<file path="src/flm_pkg.sv">
// constants, bus carriers and register layout of the feedback link master control
// Operation
// - restart bit high holds link protocol in reset; clearing it starts a new link
// - message channel reset bit resets parameter channel, drops running messages
// - pipe fifo clear bit keeps fifo empty, nothing stored or read
// - ready-all mode flags every position, otherwise only the first position after each sync
// - serial pipe enable routes pipe to serial port, pipe registers read zero
// - sync edge select picks trailing edge when one, leading edge when zero
// - line drive enable drives cable toward encoder, else cable floats
// - control bits reset to zero and change only by host writes
// - sample count zero runs free, nonzero takes that many samples per sync
// - quality penalties per error kind as listed in the quality table
// - quality gains one per good safe sync and per good safe crc
// - quality starts at eight, tops at fifteen, zero forces protocol reset
// - quality below fourteen raises low-quality warning
// - quality register read-only: link bit, three zero bits, counter nibble
// - master only sets event flags; host clears them
// - edge flags set on new condition only; level flags set while condition holds
// - remote alert is level, gated by digest mask; int bit mirrors interrupt
// - safe channel error keeps last safe position, fast position untouched
// - fast position error substitutes estimator value
// - sensor error shows FD bytes for safe and fast position
// - protocol reset flag set on host, quality or reset-input restart
// - event flag reaches interrupt only when its mask bit is set
package flm_pkg;
	// ****************************************************************
	// register offsets
	// ****************************************************************
	localparam logic [7:0] ADR_SYSTEM_CONTROL  = 8'h00;
	localparam logic [7:0] ADR_SYNC_CTRL = 8'h01;
	localparam logic [7:0] ADR_QUALITY   = 8'h03;
	localparam logic [7:0] ADR_EV_HIGH   = 8'h04;
	localparam logic [7:0] ADR_EV_LOW    = 8'h05;
	localparam logic [7:0] ADR_MASK_HIGH = 8'h06;
	localparam logic [7:0] ADR_MASK_LOW  = 8'h07;
	localparam logic [7:0] ADR_DIGEST    = 8'h08;
	localparam logic [7:0] ADR_PIPE_STAT = 8'h2d;
	localparam logic [7:0] ADR_PIPE_DATA = 8'h2e;
	// ****************************************************************
	// field positions and reset values
	// ****************************************************************
	localparam int CB_RESTART  = 7;
	localparam int CB_MSG_RST  = 6;
	localparam int CB_FIFO_CLR = 5;
	localparam int CB_RDY_ALL  = 3;
	localparam int CB_SPIPE    = 2;
	localparam int CB_EDGE     = 1;
	localparam int CB_DRIVE    = 0;
	localparam logic [7:0] RST_CTRL  = 8'h00;
	localparam logic [7:0] RST_SYNC  = 8'h01;
	localparam logic [7:0] MASK_HIGH_VALID = 8'h6f;
	localparam logic [7:0] MASK_LOW_VALID  = 8'h37;
	localparam logic [7:0] ERR_BYTE  = 8'hfd;
	// ****************************************************************
	// quality counter
	// ****************************************************************
	localparam logic [3:0] QM_INIT = 4'h8;
	localparam logic [3:0] QM_MAX  = 4'hf;
	localparam logic [3:0] QM_LOW  = 4'he;
	localparam logic [5:0] PEN_SYNC_LAST  = 6'h04;
	localparam logic [5:0] PEN_SYNC_FIRST = 6'h06;
	localparam logic [5:0] PEN_RSSI       = 6'h04;
	localparam logic [5:0] PEN_PC_CODE    = 6'h01;
	localparam logic [5:0] PEN_PROC_CODE  = 6'h02;
	localparam logic [5:0] PEN_UNK_CHAR   = 6'h02;
	localparam logic [5:0] PEN_SC1        = 6'h06;
	localparam logic [5:0] PEN_SC2        = 6'h08;
	// ****************************************************************
	// timing
	// ****************************************************************
	localparam int CLK_MHZ        = 40;
	localparam int SHORT_TMO_US   = 100;
	localparam int SHORT_TMO_CYC  = SHORT_TMO_US * CLK_MHZ;
	// ****************************************************************
	// carriers
	// ****************************************************************
	typedef struct packed {
		logic       wr;
		logic       rd;
		logic [7:0] addr;
		logic [7:0] wdata;
	} flm_bus_req_t;
	typedef struct packed {
		logic sync_err_last;
		logic sync_err_first;
		logic rssi_low;
		logic pc_code_err;
		logic proc_code_err;
		logic unk_char;
		logic sc1_err;
		logic sc2_err;
		logic sync_ok;
		logic crc_ok;
	} flm_qual_ev_t;
	typedef struct packed {
		logic safe_channel_error;
		logic deviation_err;
		logic safe_angle_error;
		logic fast_pos_err;
		logic msg_init_ack;
		logic long_reply_error;
		logic [7:0] remote_summary;
	} flm_cond_t;
endpackage

</file>
<file path="src/flm_ctrl.sv">
// control, quality and event registers of the feedback link master
//
// Chosen here: the address-and-strobe port.
module flm_ctrl
	import flm_pkg::*;
#(
	parameter int POS_W   = 40,            // position width
	parameter int TMO_CYC = SHORT_TMO_CYC  // short message retry timeout
) (
	input  wire logic             clk,          // 40 MHz clock
	input  wire logic             arst_n,       // async reset
	input  wire flm_bus_req_t     bus_req,      // register access
	output logic [7:0]            bus_rdata,    // read data, next cycle
	input  wire flm_qual_ev_t     qual_ev,      // quality event pulses
	input  wire flm_cond_t        cond,         // event condition levels
	input  wire logic             link_up,      // link established
	input  wire logic             sync_pin,     // sync input pin
	input  wire logic             reset_pin,    // protocol reset pin
	input  wire logic             frame_tick,   // one pulse per frame
	input  wire logic             pos_rx,       // position received pulse
	input  wire logic             safe_rx,      // safe position received
	input  wire logic [POS_W-1:0] rx_safe_pos,  // received safe position
	input  wire logic [POS_W-1:0] rx_fast_pos,  // received fast position
	input  wire logic [POS_W-1:0] est_fast_pos, // estimator position
	input  wire logic             long_launch,  // long message sent
	input  wire logic             long_answer,  // long answer received
	input  wire logic             short_launch, // short message sent
	input  wire logic             short_answer, // short answer received
	input  wire logic [7:0]       pipe_status,  // pipe status from fifo
	input  wire logic [7:0]       pipe_data,    // pipe data from fifo
	input  wire logic             line_tx,      // serial bit to encoder
	output logic                  line_out,     // cable data out
	output logic                  line_oe,      // cable driven
	output logic                  proto_hold,   // protocol held in reset
	output logic                  link_start,   // start-up pulse
	output logic                  msg_reset,    // parameter channel reset
	output logic                  fifo_clear,   // fifo held empty
	output logic                  serial_pipe,  // pipe via serial port
	output logic                  short_retry,  // short message retry
	output logic                  sample_req,   // position sample request
	output logic                  pos_ready,    // position ready pulse
	output logic [POS_W-1:0]      safe_pos,     // safe position out
	output logic [POS_W-1:0]      fast_pos,     // fast position out
	output logic                  irq           // interrupt output
);
	// ****************************************************************
	// registers
	// ****************************************************************
	logic [7:0] ctrl_r;
	logic [7:0] sync_cnt_r;
	logic [3:0] qm_r;
	logic [3:0] qm_nxt;
	logic [7:0] ev_hi_r;
	logic [7:0] ev_lo_r;
	logic [7:0] mask_hi_r;
	logic [7:0] mask_lo_r;
	logic [7:0] digest_r;
	logic       long_free_r;
	logic       short_free_r;
	logic [12:0] tmo_r;
	logic       sync_s;
	logic       sync_d_r;
	logic       rst_s;
	logic       rst_d_r;
	logic       restart_d_r;
	logic       qm_force;
	logic       sync_evt;
	logic       armed_r;
	logic [7:0] samp_r;
	logic [6:0] cond_d_r;
	logic [7:0] set_hi;
	logic [7:0] set_lo;
	logic       remote_alert;
	logic       restart_evt;
	logic       qm_low;

	flm_sync2 u_sync_pin (
		.clk   (clk),
		.arst_n(arst_n),
		.d_in  (sync_pin),
		.q_out (sync_s)
	);
	flm_sync2 u_rst_pin (
		.clk   (clk),
		.arst_n(arst_n),
		.d_in  (reset_pin),
		.q_out (rst_s)
	);

	// ****************************************************************
	// control registers, host writes only
	// ****************************************************************
	always_ff @(posedge clk or negedge arst_n) begin
		if (!arst_n) begin
			ctrl_r     <= RST_CTRL;
			sync_cnt_r <= RST_SYNC;
			mask_hi_r  <= 8'h00;
			mask_lo_r  <= 8'h00;
			digest_r   <= 8'h00;
		end else if (bus_req.wr) begin
			case (bus_req.addr)
				ADR_SYSTEM_CONTROL:  ctrl_r     <= bus_req.wdata;
				ADR_SYNC_CTRL: sync_cnt_r <= bus_req.wdata;
				ADR_MASK_HIGH: mask_hi_r  <= bus_req.wdata & MASK_HIGH_VALID;
				ADR_MASK_LOW:  mask_lo_r  <= bus_req.wdata & MASK_LOW_VALID;
				ADR_DIGEST:    digest_r   <= bus_req.wdata;
				default: ;
			endcase
		end
	end

	assign line_out    = line_tx;
	assign line_oe     = ctrl_r[CB_DRIVE];
	assign msg_reset   = ctrl_r[CB_MSG_RST];
	assign fifo_clear  = ctrl_r[CB_FIFO_CLR];
	assign serial_pipe = ctrl_r[CB_SPIPE];

	// ****************************************************************
	// protocol restart
	// ****************************************************************
	// counter at zero forces the same restart path as the host bit
	assign qm_force    = (qm_r == 4'h0);
	assign restart_evt = (ctrl_r[CB_RESTART] & ~restart_d_r)
		| (rst_s & ~rst_d_r) | qm_force;
	assign proto_hold  = ctrl_r[CB_RESTART] | rst_s;

	always_ff @(posedge clk or negedge arst_n) begin
		if (!arst_n) begin
			restart_d_r <= 1'b0;
			rst_d_r     <= 1'b0;
			link_start  <= 1'b0;
		end else begin
			restart_d_r <= ctrl_r[CB_RESTART];
			rst_d_r     <= rst_s;
			link_start  <= (restart_d_r & ~ctrl_r[CB_RESTART])
				| (rst_d_r & ~rst_s) | qm_force;
		end
	end

	// ****************************************************************
	// sync edge, sampling and position ready
	// ****************************************************************
	assign sync_evt = ctrl_r[CB_EDGE] ? (~sync_s & sync_d_r)
		: (sync_s & ~sync_d_r);

	always_ff @(posedge clk or negedge arst_n) begin
		if (!arst_n) begin
			sync_d_r   <= 1'b0;
			samp_r     <= 8'h00;
			sample_req <= 1'b0;
		end else begin
			sync_d_r <= sync_s;
			if (sync_evt)
				samp_r <= 8'h00;
			else if (frame_tick && samp_r < sync_cnt_r)
				samp_r <= samp_r + 8'h01;
			// zero count means every frame samples
			sample_req <= frame_tick && (sync_cnt_r == 8'h00
				|| (samp_r < sync_cnt_r && !sync_evt));
		end
	end

	always_ff @(posedge clk or negedge arst_n) begin
		if (!arst_n) begin
			armed_r   <= 1'b0;
			pos_ready <= 1'b0;
		end else begin
			if (sync_evt)
				armed_r <= 1'b1;
			else if (pos_rx)
				armed_r <= 1'b0;
			pos_ready <= pos_rx && (ctrl_r[CB_RDY_ALL] || armed_r);
		end
	end

	// ****************************************************************
	// quality counter
	// ****************************************************************
	always_comb begin
		logic [5:0] dec;
		logic [6:0] inc;
		dec = 6'h00;
		inc = {3'b000, qm_r};
		if (qual_ev.sync_err_last)  dec = dec + PEN_SYNC_LAST;
		if (qual_ev.sync_err_first) dec = dec + PEN_SYNC_FIRST;
		if (qual_ev.rssi_low)       dec = dec + PEN_RSSI;
		if (qual_ev.pc_code_err)    dec = dec + PEN_PC_CODE;
		if (qual_ev.proc_code_err)  dec = dec + PEN_PROC_CODE;
		if (qual_ev.unk_char)       dec = dec + PEN_UNK_CHAR;
		if (qual_ev.sc1_err)        dec = dec + PEN_SC1;
		if (qual_ev.sc2_err)        dec = dec + PEN_SC2;
		inc = inc + {6'h00, qual_ev.sync_ok}
			+ {6'h00, qual_ev.crc_ok};
		if (inc < {1'b0, dec})
			qm_nxt = 4'h0;
		else if (inc - {1'b0, dec} > {3'b000, QM_MAX})
			qm_nxt = QM_MAX;
		else
			qm_nxt = 4'(inc - {1'b0, dec});
	end

	always_ff @(posedge clk or negedge arst_n) begin
		if (!arst_n)
			qm_r <= QM_INIT;
		else if (qm_force || proto_hold)
			qm_r <= QM_INIT;
		else
			qm_r <= qm_nxt;
	end

	assign qm_low = (qm_r < QM_LOW);

	// ****************************************************************
	// event flags
	// ****************************************************************
	assign remote_alert = |(cond.remote_summary & digest_r);
	// edge flags look at the rising edge of their condition only
	always_comb begin
		set_hi = 8'h00;
		set_lo = 8'h00;
		set_hi[6] = remote_alert;
		set_hi[5] = cond.safe_channel_error & ~cond_d_r[0];
		set_hi[3] = cond.fast_pos_err & ~cond_d_r[1];
		set_hi[2] = cond.safe_angle_error & ~cond_d_r[2];
		set_hi[1] = cond.deviation_err & ~cond_d_r[3];
		set_hi[0] = restart_evt;
		set_lo[5] = cond.msg_init_ack;
		set_lo[4] = cond.long_reply_error & ~cond_d_r[4];
		set_lo[2] = qm_low;
		set_lo[1] = long_free_r & ~cond_d_r[5];
		set_lo[0] = short_free_r & ~cond_d_r[6];
	end

	always_ff @(posedge clk or negedge arst_n) begin
		if (!arst_n) begin
			cond_d_r <= 7'h60; // free flags idle high: no edge after reset
			ev_hi_r  <= 8'h00;
			ev_lo_r  <= 8'h00;
		end else begin
			cond_d_r <= {short_free_r, long_free_r, cond.long_reply_error,
				cond.deviation_err, cond.safe_angle_error,
				cond.fast_pos_err, cond.safe_channel_error};
			// write one clears; a set in the same cycle wins
			if (bus_req.wr && bus_req.addr == ADR_EV_HIGH)
				ev_hi_r <= (ev_hi_r & ~bus_req.wdata) | set_hi;
			else
				ev_hi_r <= ev_hi_r | set_hi;
			if (bus_req.wr && bus_req.addr == ADR_EV_LOW)
				ev_lo_r <= (ev_lo_r & ~bus_req.wdata) | set_lo;
			else
				ev_lo_r <= ev_lo_r | set_lo;
		end
	end

	always_ff @(posedge clk or negedge arst_n) begin
		if (!arst_n)
			irq <= 1'b0;
		else
			irq <= |(ev_hi_r[6:0] & mask_hi_r[6:0])
				| |(ev_lo_r & mask_lo_r);
	end

	// ****************************************************************
	// message channel state
	// ****************************************************************
	always_ff @(posedge clk or negedge arst_n) begin
		if (!arst_n) begin
			long_free_r  <= 1'b1;
			short_free_r <= 1'b1;
			tmo_r        <= 13'h0000;
			short_retry  <= 1'b0;
		end else begin
			short_retry <= 1'b0;
			if (msg_reset || long_answer)
				long_free_r <= 1'b1;
			else if (long_launch)
				long_free_r <= 1'b0;
			if (msg_reset || short_answer) begin
				short_free_r <= 1'b1;
				tmo_r        <= 13'h0000;
			end else if (short_launch) begin
				short_free_r <= 1'b0;
				tmo_r        <= 13'h0000;
			end else if (!short_free_r) begin
				// no answer yet: resend and restart the wait
				if (tmo_r == 13'(TMO_CYC - 1)) begin
					tmo_r       <= 13'h0000;
					short_retry <= 1'b1;
				end else
					tmo_r <= tmo_r + 13'h0001;
			end
		end
	end

	// ****************************************************************
	// position outputs
	// ****************************************************************
	always_ff @(posedge clk or negedge arst_n) begin
		if (!arst_n) begin
			safe_pos <= '0;
			fast_pos <= '0;
		end else begin
			if (cond.safe_angle_error)
				safe_pos <= {(POS_W/8){ERR_BYTE}};
			else if (safe_rx && !cond.safe_channel_error)
				safe_pos <= rx_safe_pos;
			if (cond.safe_angle_error)
				fast_pos <= {(POS_W/8){ERR_BYTE}};
			else if (cond.fast_pos_err)
				fast_pos <= est_fast_pos;
			else if (pos_rx)
				fast_pos <= rx_fast_pos;
		end
	end

	// ****************************************************************
	// register read
	// ****************************************************************
	always_ff @(posedge clk or negedge arst_n) begin
		if (!arst_n)
			bus_rdata <= 8'h00;
		else if (bus_req.rd) begin
			case (bus_req.addr)
				ADR_SYSTEM_CONTROL:  bus_rdata <= ctrl_r;
				ADR_QUALITY:   bus_rdata <= {link_up, 3'b000, qm_r};
				ADR_EV_HIGH:   bus_rdata <= {irq, ev_hi_r[6:0]};
				ADR_EV_LOW:    bus_rdata <= ev_lo_r;
				ADR_MASK_HIGH: bus_rdata <= mask_hi_r;
				ADR_MASK_LOW:  bus_rdata <= mask_lo_r;
				ADR_DIGEST:    bus_rdata <= digest_r;
				ADR_PIPE_STAT: bus_rdata <= serial_pipe ? 8'h00 : pipe_status;
				ADR_PIPE_DATA: bus_rdata <= serial_pipe ? 8'h00 : pipe_data;
				default:       bus_rdata <= 8'h00;
			endcase
		end else
			bus_rdata <= 8'h00;
	end
endmodule

</file>
<file path="src/flm_sync2.sv">
// two-flop synchroniser for pins entering the clock domain
module flm_sync2 (
	input  wire logic clk,    // system clock
	input  wire logic arst_n, // async reset
	input  wire logic d_in,   // asynchronous level
	output logic      q_out   // synchronised level
);
	logic meta_r;
	always_ff @(posedge clk or negedge arst_n) begin
		if (!arst_n) begin
			meta_r <= 1'b0;
			q_out  <= 1'b0;
		end else begin
			meta_r <= d_in;
			q_out  <= meta_r;
		end
	end
endmodule

</file>
<file path="config.mk">
export PLATFORM = sky130hd
export DESIGN_NAME = flm_ctrl
export DESIGN_NICKNAME = d
export VERILOG_FILES = /design/src/flm_pkg.sv /design/src/flm_ctrl.sv /design/src/flm_sync2.sv
export SDC_FILE = /design/constraint.sdc
export NUM_CORES = 1
export LEC_CHECK = 0
export BUFFER_PORTS_ARGS = -buffer_cell sky130_fd_sc_hd__buf_2
export CORE_ASPECT_RATIO = 2
export CORE_MARGIN = 4
export CORE_UTILIZATION = 35
export CTS_BUF_LIST = sky130_fd_sc_hd__clkbuf_2
export DETAILED_ROUTE_END_ITERATION = 10
export PLACE_DENSITY = 0.6
export SETUP_SLACK_MARGIN = 0.02
export SLEW_MARGIN = 20
export SYNTH_ARGS = -nofsm -noshare
export SYNTH_HDL_FRONTEND = slang
export SYNTH_SLANG_ARGS = --single-unit
</file>
<file path="constraint.sdc">
create_clock -name clk -period 3.15 [get_ports clk]
set_input_delay 0.315 -clock clk [delete_from_list [all_inputs] [get_ports clk]]
set_output_delay 0.315 -clock clk [all_outputs]
set_load 0.005 [all_outputs]
</file>
==> impl_metrics.toml <==
[status]
outcome = "finished, final reports clean"

[sta]
timing.final.crit_share_pct = 96.6
finalSetupViolCount = 0
fin_crit_ns = 3.04
worst_slew_pin_slew_ns = 0.960
fin_setup_tns_ns = 0
finalHoldViolations = 0
grt_setup_unrepaired = "no"
slew_violations = 0
max_clock_freq_mhz = 329
relSlewSlack_pct = 35.3
clock_skew_ns = 0.0333

[layout]
design_area_mm2 = 0.0133
layout-drive-gt1-share_pct = 28.6
final_nets = 1622
fillCellCount = 2425
area_delta_synth_final_pct = 44.0
multi_input_area_mm2 = 0.00431
ff_latch_area_mm2 = 0.00464
utilization_pct = 51.5

[synth]
synth_edf_count = 0
synthesis.area_mm2 = 0.00920
synth.most_common_cell = "nand2_1"
ys_seq_elements = 185
async_flop_share_pct = 100
synth_area_per_cell_um2 = 9.69
syn_inst = 950
ys_warn_count = 0
synth_top_area_share_pct = 48.7
synth_ff_type = "dfrtp_1"
ys_types = 68
synthTopCellsByCount = "nand2_1 (208), dfrtp_1 (179), o21ai_0 (75)"
synth_seq_area_share_pct = 50.4
synth_top_area_cell = "dfrtp_1"
synth_area_leaders = "dfrtp_1 (49%), nand2_1 (8.5%), mux2i_1 (5.8%)"
syn_nets = 1163

[detailed_routing]
via_count = 8934
wl_met3_mm = 1.74
top_layer_used = "met4"
drt-total-wl_mm = 30.9
drt_pass1_iterations = 5
wire_per_inst_um = 17.5
ant_nets = 0
wl_met1_mm = 10.9
wl_met2_mm = 16.9
vias_per_cell = 5.05
drc = 0
drt_iter0_drc = 263

[clock_network]
cts_root_buf = "clkbuf_2"
cts_inserted_buffers = 17
clock-sinks = 185
insertion_delay_ns = 0.82
cts_resized = 0
clkTransAtPathRegs_ns = 0.27
htreeDepth = 4
cts_tree = "built"
clockBufferDepth = 2

[critical_path]
critPathArrivalTime_ns = 3.82
critical_path_required_ns = 3.92
worstSetupEndpointType = "flip-flop"
cp_max_fo = 4
startpoint_type = "input pin"
worstSetupPathType = "in2reg"

[floorplanning]
start_util_pct = 35.7
ios = 290
die_h_um = 237
die_w_um = 123
die_area_mm2 = 0.0291
row_count = 83
design.core.area_mm2 = 0.0258

[grt]
grt_pass1_vias = 9444
gr-total-overflow = 0
grt_pass1_wl_mm = 49.4
grt_max_degree = 71
grt_use_total_pct = 21.7
antenna_found_initial = 6

[power_and_ir_drop]
max-vdd-ir-drop_mv = 0.291
pwr_density_cell_mw_per_mm2 = 406
leakagePower_nw = 6.24
total_power_mw = 5.38

[placement]
dp_hpwl_mm = 22.0
port_buffers = 287
dpl_cell_area_mm2 = 0.0112
place_congestion = 0.823

[worst_hold_path]
hold_path.class = "in2reg"

[run]
maxCapViolCount = 0
==> layer usage <==
metal / GRT usage (%) / up-vias
li1: - / 4244
met1: 23.0 / 4296
met2: 39.2 / 317
met3: 5.14 / 77
met4: 10.8 / 0
met5: 0 / -
==> registers in the layout, indices dropped and copies added, names as in the netlist, 4 cells and up <==
signal / flops
bus_rdata: 8
cond_d_r: 7
ctrl_r: 8
digest_r: 8
ev_hi_r: 7
ev_lo_r: 8
fast_pos: 40
mask_hi_r: 6
mask_lo_r: 5
qm_r: 4
safe_pos: 40
samp_r: 8
sync_cnt_r: 8
tmo_r: 13
==> power breakdown <==
part,switching [mW],total (mW),internal [mW],leakage (nW)
Clock,0.861,1.31,0.451,0.143
Combinational,0.671,1.40,0.726,3.96
Sequential,0.134,2.67,2.53,2.14
Total,1.67,5.38,3.71,6.24
==> layout make-up <==
class,count,area share (%)
Clock buffer,18,0.680
Sequential cell,185,35.0
Clock inverter,14,1.29
Multi-Input combinational cell,686,32.5
Tap cell,340,3.21
Antenna cell,6,0.113
Timing Repair Buffer,493,26.4
Inverter,26,0.850
==> logic make-up after synthesis <==
logic type      Yosys count  synth area share [%]
xor+xnor                 25                  2.38
buf+inv                  79                  3.44
flops                   185                  50.4
mux                      86                  10.1
fa+ha+maj                22                  3.15
compound gates          177                  12.1
simple gates            376                  18.5
==> per-stage QoR <==
step	hold slack, ns	setup slack (ns)	cells
6_report	0.113	0.107	1768
2_1_floorplan	0.0194	-0.411	950
5_1_grt	0.0200	0.0478	1768
3_5_place_dp	0.340	-0.731	1555
4_1_cts	0.00663	0.239	1762
3_3_place_gp	0.333	-0.697	1555
==> path summary, 6_finish.rpt <==
kind	slack, ns	to	cells after the start	start
min in group asynchronous	0.59	qm_r[3]	3	arst_n
max reg2reg	0.40	qm_r[2]	9	qm_r[0]
min	0.11	bus_rdata[0]	5	pipe_status[0]
max	0.11	qm_r[2]	19	qual_ev[8]
min reg2reg	0.38	u_rst_pin.q_out	0	u_rst_pin.meta_r
max in group asynchronous	2.19	mask_lo_r[5]	4	arst_n
==> critical path, cell delays in order <==
cell and delay, ns:
buf_2 0.17, inv_12 0.04, ha_4 0.29, xor2_4 0.15, ha_2 0.22, nand2_2 0.09, nor3_4 0.21, nor4_1 0.07
or4_1 0.53, xor2_1 0.24, nand2_1 0.09, ha_1 0.28, nor2_1 0.04, a31o_2 0.23, ha_4 0.25, buf_4 0.14
mux2i_1 0.21, nor2_1 0.07, nor3_1 0.19
==> cells in the final DEF (no fill, tap or decap), drive strengths merged, types with 15 or more instances in the layout <==
master	instances
a21oi	22
a22oi	15
buf	318
clkbuf	19
dfrtp	179
dlygate4sd3	174
ha	20
inv	29
mux2	31
mux2i	53
nand2	208
nand3	50
nor2	46
o21ai	75
xnor2	18
==> what timing repair did <==
action                    CTS  global route
hold endpoints to repair  347             0
hold buffers              175             0
buffers inserted            0             0
Power figures use the tool's default switching activity.
